===== config.mk =====
export PLATFORM = sky130hd
export DESIGN_NAME = scit_timing
export DESIGN_NICKNAME = d
export VERILOG_FILES = /design/src/rtl/scit_decode.v /design/src/rtl/scit_timing.v
export VERILOG_INCLUDE_DIRS = /design/src /design/src/inc
export SDC_FILE = /design/constraint.sdc
export NUM_CORES = 1
export LEC_CHECK = 0
export BUFFER_PORTS_ARGS = -buffer_cell sky130_fd_sc_hd__buf_4
export CAP_MARGIN = 5
export CORE_ASPECT_RATIO = 1.4
export CORE_MARGIN = 8
export CORE_UTILIZATION = 35
export CTS_CLUSTER_DIAMETER = 80
export CTS_CLUSTER_SIZE = 28
export DETAILED_ROUTE_END_ITERATION = 16
export PLACE_DENSITY_LB_ADDON = 0.12
export SYNTH_ARGS = -nofsm -noshare
export SYNTH_HDL_FRONTEND = slang
export SYNTH_SLANG_ARGS = --single-unit

===== constraint.sdc =====
create_clock -name mclk -period 2.2 [get_ports mclk]
set_input_delay 0.33 -clock mclk [delete_from_list [all_inputs] [get_ports mclk]]
set_output_delay 0.33 -clock mclk [all_outputs]
set_load 0.01 [all_outputs]

===== src/inc/scit_regs.vh =====
// timing constants for the single-cycle instruction timing decoder
`ifndef SCIT_REGS_VH
`define SCIT_REGS_VH
// ----------------------------------------
// clock
// ----------------------------------------
`define SCIT_CLK_PERIOD_NS   100
`define SCIT_CYCLES_PER_CLK  1
// ----------------------------------------
// byte lengths
// ----------------------------------------
`define SCIT_LEN_ONE         2'h1
`define SCIT_LEN_TWO         2'h2
`define SCIT_LEN_THREE       2'h3
// ----------------------------------------
// cycle counts and reset values
// ----------------------------------------
`define SCIT_CYC_1           4'h1
`define SCIT_CYC_2           4'h2
`define SCIT_CYC_3           4'h3
`define SCIT_CYC_4           4'h4
`define SCIT_CYC_9           4'h9
`define SCIT_XMOVE_BASE      4'h4
`define SCIT_WAIT_RESET      3'h0
`define SCIT_PC_RESET        16'h0000
`endif


===== src/rtl/scit_decode.v =====
// combinational opcode to length, cycle count and class decode
`timescale 1ns/100ps
`include "scit_regs.vh"
module scit_decode (
    // opcode and wait state count
    input  wire [7:0] opcode,
    input  wire [2:0] waitStateCount,
    // decode results
    output reg  [1:0] byteLen,
    output reg  [3:0] cycles,
    output reg        isAbs,
    output reg        isJmpInd
);
    // ----------------------------------------
    // helpers
    // ----------------------------------------
    function isRegSrc;
        input [7:0] op;
        begin
            isRegSrc = (op[3] == 1'b1);
        end
    endfunction
    function isIndSrc;
        input [7:0] op;
        begin
            isIndSrc = (op[3:1] == 3'h3);
        end
    endfunction

    always @* begin
        byteLen  = `SCIT_LEN_ONE;
        cycles   = `SCIT_CYC_1;
        isAbs    = 1'b0;
        isJmpInd = 1'b0;
        if (opcode[4:0] == 5'h01 || opcode[4:0] == 5'h11) begin
            byteLen = `SCIT_LEN_TWO;
            cycles  = `SCIT_CYC_3;
            isAbs   = 1'b1;
        end else if (opcode[7:4] >= 4'h2 && opcode[7:4] <= 4'h6 ||
                     opcode[7:4] == 4'h9 || opcode[7:4] == 4'he) begin
            if (isRegSrc(opcode)) begin
                cycles = `SCIT_CYC_1;
            end else if (isIndSrc(opcode)) begin
                cycles = `SCIT_CYC_2;
            end else if (opcode[3:0] == 4'h4 || opcode[3:0] == 4'h5) begin
                byteLen = `SCIT_LEN_TWO;
                cycles  = `SCIT_CYC_2;
                if (opcode[7:4] == 4'he && opcode[0] == 1'b0) begin
                    byteLen = `SCIT_LEN_ONE;
                    cycles  = `SCIT_CYC_1;
                end
            end else if (opcode[3:0] == 4'h2) begin
                if (opcode[7:4] >= 4'h4) begin
                    byteLen = `SCIT_LEN_TWO;
                    cycles  = `SCIT_CYC_2;
                end
            end else if (opcode[3:0] == 4'h3) begin
                if (opcode[7:4] >= 4'h4) begin
                    byteLen = `SCIT_LEN_THREE;
                    cycles  = `SCIT_CYC_3;
                end
            end else if (opcode[3:0] == 4'h0 && opcode[7:4] == 4'hc ||
                         opcode[3:0] == 4'h0 && opcode[7:4] == 4'hd) begin
                byteLen = `SCIT_LEN_TWO;
                cycles  = `SCIT_CYC_2;
            end
        end
        case (opcode)
            8'h03, 8'h13, 8'h23, 8'h33: begin
                byteLen = `SCIT_LEN_ONE;
                cycles  = `SCIT_CYC_1;
            end
            8'h85: begin
                byteLen = `SCIT_LEN_THREE;
                cycles  = `SCIT_CYC_3;
            end
            8'h90: begin
                byteLen = `SCIT_LEN_THREE;
                cycles  = `SCIT_CYC_3;
            end
            8'h93, 8'h83: begin
                byteLen = `SCIT_LEN_ONE;
                cycles  = `SCIT_CYC_4;
            end
            8'he0, 8'he2, 8'he3, 8'hf0, 8'hf2, 8'hf3: begin
                byteLen = `SCIT_LEN_ONE;
                // at most 11 clocks with seven wait states
                cycles  = `SCIT_XMOVE_BASE + {1'b0, waitStateCount};
            end
            8'hc0, 8'hd0: begin
                byteLen = `SCIT_LEN_TWO;
                cycles  = `SCIT_CYC_2;
            end
            8'hc6, 8'hc7, 8'hd6, 8'hd7: begin
                byteLen = `SCIT_LEN_ONE;
                cycles  = `SCIT_CYC_2;
            end
            8'h82, 8'hb0, 8'h72, 8'ha0, 8'ha2, 8'h92: begin
                byteLen = `SCIT_LEN_TWO;
                cycles  = `SCIT_CYC_2;
            end
            8'h73: begin
                byteLen  = `SCIT_LEN_ONE;
                cycles   = `SCIT_CYC_3;
                isJmpInd = 1'b1;
            end
            8'ha3: begin
                cycles = `SCIT_CYC_3;
            end
            8'ha4: begin
                cycles = `SCIT_CYC_4;
            end
            8'h84: begin
                cycles = `SCIT_CYC_9;
            end
            8'hd4: begin
                cycles = `SCIT_CYC_2;
            end
            8'h22, 8'h32: begin
                cycles = `SCIT_CYC_4;
            end
            8'hc2, 8'hd2, 8'hb2: begin
                byteLen = `SCIT_LEN_TWO;
                cycles  = `SCIT_CYC_2;
            end
            8'h75: begin
                byteLen = `SCIT_LEN_THREE;
                cycles  = `SCIT_CYC_3;
            end
            8'h86, 8'h87, 8'h88, 8'h89, 8'h8a, 8'h8b, 8'h8c, 8'h8d,
            8'h8e, 8'h8f, 8'ha6, 8'ha7, 8'ha8, 8'ha9, 8'haa, 8'hab,
            8'hac, 8'had, 8'hae, 8'haf, 8'h76, 8'h77, 8'h78, 8'h79,
            8'h7a, 8'h7b, 8'h7c, 8'h7d, 8'h7e, 8'h7f, 8'hf5, 8'h05,
            8'h15: begin
                byteLen = `SCIT_LEN_TWO;
                cycles  = `SCIT_CYC_2;
            end
            default: begin
            end
        endcase
    end
endmodule // scit_decode


===== src/rtl/scit_timing.v =====
// instruction timing sequencer: length, cycles and program counter step
// Notes on behaviour
// - register-to-accumulator ALU ops: 1 byte, 1 clock
// - indirect-operand accumulator ops: 1 byte, 2 clocks
// - immediate or direct accumulator ops: 2 bytes, 2 clocks
// - logic immediate into direct byte: 3 bytes, 3
// - accumulator rotates: 1 byte, 1 clock
// - direct to direct move: 3 bytes, 3 clocks
// - load data pointer immediate: 3 bytes, 3
// - code byte load: 1 byte, 4 clocks
// - external data moves: 1 byte, 4 clocks
// - push or pop direct: 2 bytes, 2 clocks
// - exchange with indirect memory: 1 byte, 2
// - carry with direct bit ops: 2 bytes, 2
// - indirect jump via data pointer: 1 byte, 3
// - absolute call or jump: 2 bytes, 3
// - each counted cycle is one core clock
// - external moves add one clock per wait state
`timescale 1ns/100ps
`include "scit_regs.vh"
module scit_timing (
    // clock and reset
    input  wire        mclk,
    input  wire        rst_n,
    input  wire        clkEn,
    // fetch side
    input  wire        opValid,
    input  wire [7:0]  opcode,
    input  wire [7:0]  operand1,
    input  wire [15:0] accPlusDataPointer,
    input  wire        branchTaken,
    input  wire [15:0] branchTarget,
    input  wire [2:0]  waitStateCount,
    // sequencer side
    output reg         opReady,
    output reg         busy,
    output reg         instrDone,
    output reg  [1:0]  curLen,
    output reg  [3:0]  curCycles,
    output reg  [15:0] pcOut
);
    // ----------------------------------------
    // state
    // ----------------------------------------
    localparam IDLE = 1'b0;
    localparam EXEC = 1'b1;

    wire [1:0] decLen;
    wire [3:0] decCycles;
    wire       decAbs;
    wire       decJmpInd;

    reg        state_q;
    reg        state_d;
    reg [3:0]  left_q;
    reg [3:0]  left_d;
    reg        abs_q;
    reg        jmpInd_q;
    reg [10:0] absTgt_q;
    reg [15:0] pc_d;

    scit_decode u_decode (
        .opcode         (opcode),
        .waitStateCount (waitStateCount),
        .byteLen        (decLen),
        .cycles         (decCycles),
        .isAbs          (decAbs),
        .isJmpInd       (decJmpInd)
    );

    // ----------------------------------------
    // next state
    // ----------------------------------------
    always @* begin
        state_d = state_q;
        left_d  = left_q;
        pc_d    = pcOut;
        case (state_q)
            IDLE: begin
                if (opValid) begin
                    state_d = EXEC;
                    left_d  = decCycles;
                end
            end
            EXEC: begin
                left_d = left_q - 4'h1;
                if (left_q == 4'h1) begin
                    state_d = IDLE;
                    // step past instruction first, then apply any target
                    pc_d = pcOut + {14'h0000, curLen};
                    if (abs_q) begin
                        pc_d = {pc_d[15:11], absTgt_q};
                    end else if (jmpInd_q) begin
                        pc_d = accPlusDataPointer;
                    end else if (branchTaken) begin
                        pc_d = branchTarget;
                    end
                end
            end
            default: begin
                state_d = IDLE;
            end
        endcase
    end

    // ----------------------------------------
    // registers
    // ----------------------------------------
    always @(posedge mclk or negedge rst_n) begin
        if (!rst_n) begin
            state_q   <= IDLE;
            left_q    <= 4'h0;
            abs_q     <= 1'b0;
            jmpInd_q  <= 1'b0;
            absTgt_q  <= 11'h000;
            curLen    <= 2'h0;
            curCycles <= 4'h0;
            pcOut     <= `SCIT_PC_RESET;
            opReady   <= 1'b1;
            busy      <= 1'b0;
            instrDone <= 1'b0;
        end else if (clkEn) begin
            state_q   <= state_d;
            left_q    <= left_d;
            pcOut     <= pc_d;
            instrDone <= (state_q == EXEC) && (left_q == 4'h1);
            busy      <= (state_d == EXEC);
            opReady   <= (state_d == IDLE);
            if (state_q == IDLE && opValid) begin
                curLen    <= decLen;
                curCycles <= decCycles;
                abs_q     <= decAbs;
                jmpInd_q  <= decJmpInd;
                absTgt_q  <= {opcode[7:5], operand1};
            end
        end
    end
endmodule // scit_timing


# ---- Word-level counts from Yosys, hierarchy flattened
# Index checks and enable logic that the tools add are counted.
dict set report word_totals {
  register_bits 42
  input_bits 56
  out_inout_bits 25
  elab_cells 159
}
dict set report classes {
  addsub 3
  order_cmp 3
  eq_ne 83
  mux 34
  bitwise_logic 3
  reduce_logical 23
}
# op n
set op_table {}
lappend op_table {{8-bit equality test (second input constant)} 49}
lappend op_table {{8-bit by 7-bit equality test with 1-bit output (second input constant)} 13}
lappend op_table {{49-bit OR reduction} 1}
lappend op_table {{16-bit two-way mux} 3}
lappend op_table {{44-bit OR reduction} 1}
lappend op_table {{8-bit by 6-bit equality test with 1-bit output (second input constant)} 4}
lappend op_table {{4-bit two-way mux} 8}
lappend op_table {{2-bit two-way mux} 15}
lappend op_table {{4-bit one-hot mux with 6 select lines} 1}
lappend op_table {{17-bit OR reduction} 1}
lappend op_table {{16-bit by 2-bit adder with 16-bit output} 1}
lappend op_table {{4-bit equality test (second input constant)} 4}
lappend op_table {{8-bit by 5-bit equality test with 1-bit output (second input constant)} 2}
lappend op_table {{5-bit OR reduction} 2}
lappend op_table {{4-bit by 2-bit equality test with 1-bit output (second input constant)} 2}
lappend op_table {{4-bit by 3-bit equality test with 1-bit output (second input constant)} 2}
lappend op_table {{8-bit by 2-bit equality test with 1-bit output (second input constant)} 1}
lappend op_table {{8-bit by 3-bit equality test with 1-bit output (second input constant)} 1}
lappend op_table {{4-bit one-hot mux with 2 select lines} 1}
lappend op_table {{1-bit logical AND} 6}
lappend op_table {{2-bit one-hot mux with 3 select lines} 1}
lappend op_table {{6-bit OR reduction} 1}
lappend op_table {{5-bit by 1-bit equality test with 1-bit output (second input constant)} 1}
lappend op_table {{5-bit equality test (second input constant)} 1}
lappend op_table {{other kinds (17)} 27}

# ---- Depth between registers and ports, before layout
dict set report logic_depth {
  ltp_word 14
  mapped_depth 10
  ltp_nobuf 9
}

# ---- Hierarchy
# Synthesis repeated with hierarchy kept, for this count alone.
dict set report unflattened {
  hier_cells 372
  area_unflattened_um2 3352.0
}
# mod n_inst cells_per_inst area_per_inst_um2 seq_area_each_um2
set by_module_without_submodules {}
lappend by_module_without_submodules {scit_timing 1 266 2521.2 1052.3}
lappend by_module_without_submodules {scit_decode 1 106 830.8 0.0}

# ---- Worst setup path before layout
# Ideal clock, no wire load.
dict set report synth_timing {
  kind {register -> register}
  from {register curLen[0]}
  to {register pcOut[8]}
  setup_time_ns 0.110
  t_arrival_ns 1.790
  t_required_ns 2.090
  slack_ns 0.299
  path_stages_with_launch 9
  path_buffers 1
  period_less_slack_ns 1.901
  cell_sequence {dfrtp_1 > ha_1 > inv_1 > fa_1 > clkbuf_1 > nand4b_1 > xnor2_1 > nor3_1 > o41ai_1}
}
dict set report synth_between {
  elab_chain_cells 4
}
# element line_no
set synth_rtl {}
lappend synth_rtl {{start: declaration} scit_timing.v:38} ;# output reg [1:0] curLen,
lappend synth_rtl {{start signal: assignment} scit_timing.v:130} ;# curLen <= decLen;
lappend synth_rtl {{16-bit by 2-bit adder with 16-bit output} scit_timing.v:90} ;# pc_d = pcOut + {14'h0000, curLen};
lappend synth_rtl {{16-bit two-way mux} scit_timing.v:95} ;# end else if (branchTaken) begin
lappend synth_rtl {{16-bit two-way mux} scit_timing.v:93} ;# end else if (jmpInd_q) begin
lappend synth_rtl {{16-bit two-way mux} scit_timing.v:91} ;# if (abs_q) begin
lappend synth_rtl {{end signal: assignment} scit_timing.v:118} ;# pcOut <= `SCIT_PC_RESET;
lappend synth_rtl {{end signal: assignment} scit_timing.v:125} ;# pcOut <= pc_d;
lappend synth_rtl {{end: declaration} scit_timing.v:40} ;# output reg [15:0] pcOut
# Every way passes these cells.
# A chain may end at the register's enable or synchronous reset.

# ---- Final worst setup path
dict set report layout_timing {
  from {register pcOut[4]}
  to {register pcOut[15]}
}
dict set report layout_between {
  elab_chain_cells 4
}
# element line_no
set layout_rtl {}
lappend layout_rtl {{16-bit by 2-bit adder with 16-bit output (*)} scit_timing.v:90}
lappend layout_rtl {{16-bit two-way mux} scit_timing.v:95}
lappend layout_rtl {{16-bit two-way mux} scit_timing.v:93}
lappend layout_rtl {{16-bit two-way mux (*)} scit_timing.v:91}
# Every way passes the cells marked *; elsewhere a longest branch is shown, timed or not.

==> impl_summary.txt <==
----------------------------------------------------
[Route]
  Antenna-violating nets left ... 0
  Remaining DRCs ... 0
  Number of optimization iterations in the first detailed-route pass ... 4
  Final Routed Wirelength ... 9540 µm
  1st-iter DRT viols ... 158
  Routed vias/inst ... 5.46
  Via total after detailed routing ... 3,182
  Wire length per cell after detailed routing ... 16.4 µm

[Yosys]
  Proportion of synthesized flip-flops having asynchronous set or reset ... 1.00
  Mean instance size in the synthesized netlist ... 8.21 µm²
  Net Count, Synth ... 457
  EDFF count, synth ... 0
  Number of distinct library cells after synthesis ... 69
  Ranking of synthesized cells by area ... dfrtp_1 (32%), nand2_1 (5.9%), o21ai_0 (5.8%)
  Leading cell type by number of instances after synthesis ... nand2_1
  Yosys top cell area share ... 0.316
  Most used standard cells in the synthesized netlist ... nand2_1 (51), dfrtp_1 (41), o21ai_0 (38)
  Yosys warnings ... 0
  Post-Syn Instances ... 396
  Main synth FF type ... dfrtp_1
  Number of flip-flops and latches in the synthesized netlist ... 42
  Dominant cell type by area after synthesis ... dfrtp_1
  Netlist area before placement ... 0.00325 mm²
  Sequential cell area fraction in the yosys report ... 0.324

[STA]
  Final count of pins violating max slew ... 0
  Maximum clock frequency ... 0.499 GHz
  Period utilization ... 0.912
  Remaining max-slew budget at the tightest pin ... 0.633
  Number of hold violations in the final report ... 0
  Unrepaired setup endpoints after global routing ... yes
  Final setup viols ... 0
  Pin slew with the least headroom to its limit ... 550 ps
  Post-layout minimum cycle time ... 2010 ps
  Tightest hold margin ... 20.9 ps
  Worst Setup Slack, final ... 194 ps
  Final Skew ... 11.5 ps

[Floorplan]
  IO Pins ... 81
  Floorplan die width ... 97.5 µm
  Initial core utilization ... 0.360
  Floorplan die area ... 0.0127 mm²
  Floorplan die height ... 130 µm
  Cell Rows ... 41
  Core outline area ... 0.00903 mm²

[Clock network]
  TritonCTS clock tree ... yes
  Total CTS buffers ... 5
  Clk pin slew, worst setup/hold paths ... 70 ps
  Number of H-tree branching levels ... 2
  Clock sinks ... 42
  Postcts setup bufs ... 0
  PostCTS Resize Cnt ... 0
  Clock latency on the worst-skew pair ... 290 ps
  CTS hold repair buffers ... 0
  Clock tree root driver cell ... clkbuf_16
  CTS max path bufs ... 2

[Global routing]
  Pin count of the biggest net entering global routing ... 43
  Number of antenna violations at the first check in global routing ... 0
  Gr usage total ... 0.150
  Via count of the first global-routing pass ... 3,145
  Global route overflow ... 0
  Wire length of the first global-routing pass ... 15,800 µm

[Placement]
  Port buffer count ... 80
  Last weighted congestion value of the routability-driven placer ... 0.880
  Setup slack after placement ... 73.1 ps
  HPWL reported at the end of detailed placement ... 7360 µm
  Total cell area at the placement stage ... 0.00396 mm²

[Layout]
  Summed area of non-filler cells in the final layout ... 0.00411 mm²
  Antenna Cells ... 0
  Final-stage net count ... 536
  Final cell utilization of the core ... 0.455
  Share of cells above drive strength 1 ... 0.290
  Layout-stage area growth over the synthesis result ... 26.3%

[Pwr]
  IR Drop Worst-Case VDD ... 0.484 mV
  Pwr Total ... 3.89 mW
  Pleak ... 1.81 nW
  Pwr dens ... 947 mW/mm²

[Min path]
  Classification of the worst-slack hold path ... input port to asynchronous set/reset pin

[Setup path]
  Type of the setup path with the least slack ... flop to flop
  Highest net fanout along the worst path ... 6
  Delay of the slowest cell on the worst path ... 440 ps
  Endpoint of the worst setup timing path ... pcOut[15]
  Type of destination of the critical path ... flop
  R2r startpoint ... pcOut[4]
  Data required time at the worst endpoint ... 2430 ps
  Timing startpoint of the critical path ... pcOut[4]
  Minimum setup slack among reg-to-reg paths ... 190 ps
  Endpoint of the worst register-to-register path ... pcOut[15]
  Critical Path Start Type ... flop
  Slowest library cell on the worst path ... nor4b_2
  Crit path DAT ... 2230 ps
  Cell breakdown of the critical path ... and4_1 -> nand4_1 -> nor4b_2 -> nand3_1 -> a21oi_1 -> o221a_2
  R2R depth ... 6

[Run status]
  Result of the run ... completed

[Run]
  Max-cap check violation count ... 0

----------------------------------------------------
[cells in the final DEF, fill, tap and decap left out, drive strengths merged, types with 8 or more instances in the layout]
cell type  netlist  routed
nand3           13      13
nor2            26      26
nand2           51      51
a21oi           30      30
mux2            12      12
nand3b           8       8
o21ai           39      39
buf              8     103
inv             16      16
dfrtp           41      41
[cell type report]
cell class | instances | area (µm²)
Fill cell | 928 | 4920
Multi-Input combinational cell | 307 | 1950
Sequential cell | 42 | 1050
Timing Repair Buffer | 103 | 773
Tap cell | 107 | 134
Clock buffer | 6 | 129
Inverter | 16 | 60.1
Clock inverter | 2 | 13.8
[cell families (layout without fill, tap and decap cells)]
| group | count (synthesis) | in the layout | share of synthesized area |
|---|---|---|---|
| xor gates and xnor gates | 9 | 9 | 0.0242 |
| adders and majority gates | 5 | 5 | 0.0215 |
| buffers and inverters | 47 | 127 | 0.0789 |
| AOI/OAI and AO/OA | 126 | 126 | 0.251 |
| and+or+nand+nor | 150 | 150 | 0.244 |
| muxes | 17 | 17 | 0.0569 |
| DFF | 42 | 42 | 0.324 |
[worst max-delay path, delay by kind of cell, from the launching register on]
family / cells / cell delay (ps)
flops: 1 / 430
simple gates: 4 / 1170
compound gates: 2 / 350
[layer usage]
metal,share of wire,up-vias,global-route usage
li1,-,1607,-
met1,0.43,1467,0.175
met2,0.49,91,0.257
met3,0.048,17,0.0328
met4,0.030,0,0.0716
met5,0,-,0
[flip-flops by register name (all words and copies together) (netlist names), 2 cells and up]
name       cells
pcOut         16
absTgt_q      11
curCycles      4
left_q         4
curLen         2
[stage by stage]
stage	setup TNS (ps)	std cells
2_1_floorplan	0	396
3_3_place_gp	0	575
3_5_place_dp	0	575
4_1_cts	0	583
5_1_grt	-16.5	583
6_report	0	583
[where the power goes]
group          total [mW]  switching [mW]  internal (mW)
registers            1.42           0.309           1.11
clock network       0.729           0.308          0.421
logic                1.74           0.828          0.910
[worst min-delay path by stage]
stage	startpoint	slack (ps)	to
2_1_floorplan	rst_n	30	absTgt_q[0]
3_3_place_gp	rst_n	360	pcOut[14]
3_5_place_dp	rst_n	360	pcOut[14]
4_1_cts	rst_n	50	pcOut[14]
5_1_grt	rst_n	70	pcOut[13]
6_report	rst_n	20	pcOut[14]
No activity file was read; power rests on OpenSTA's default activity.
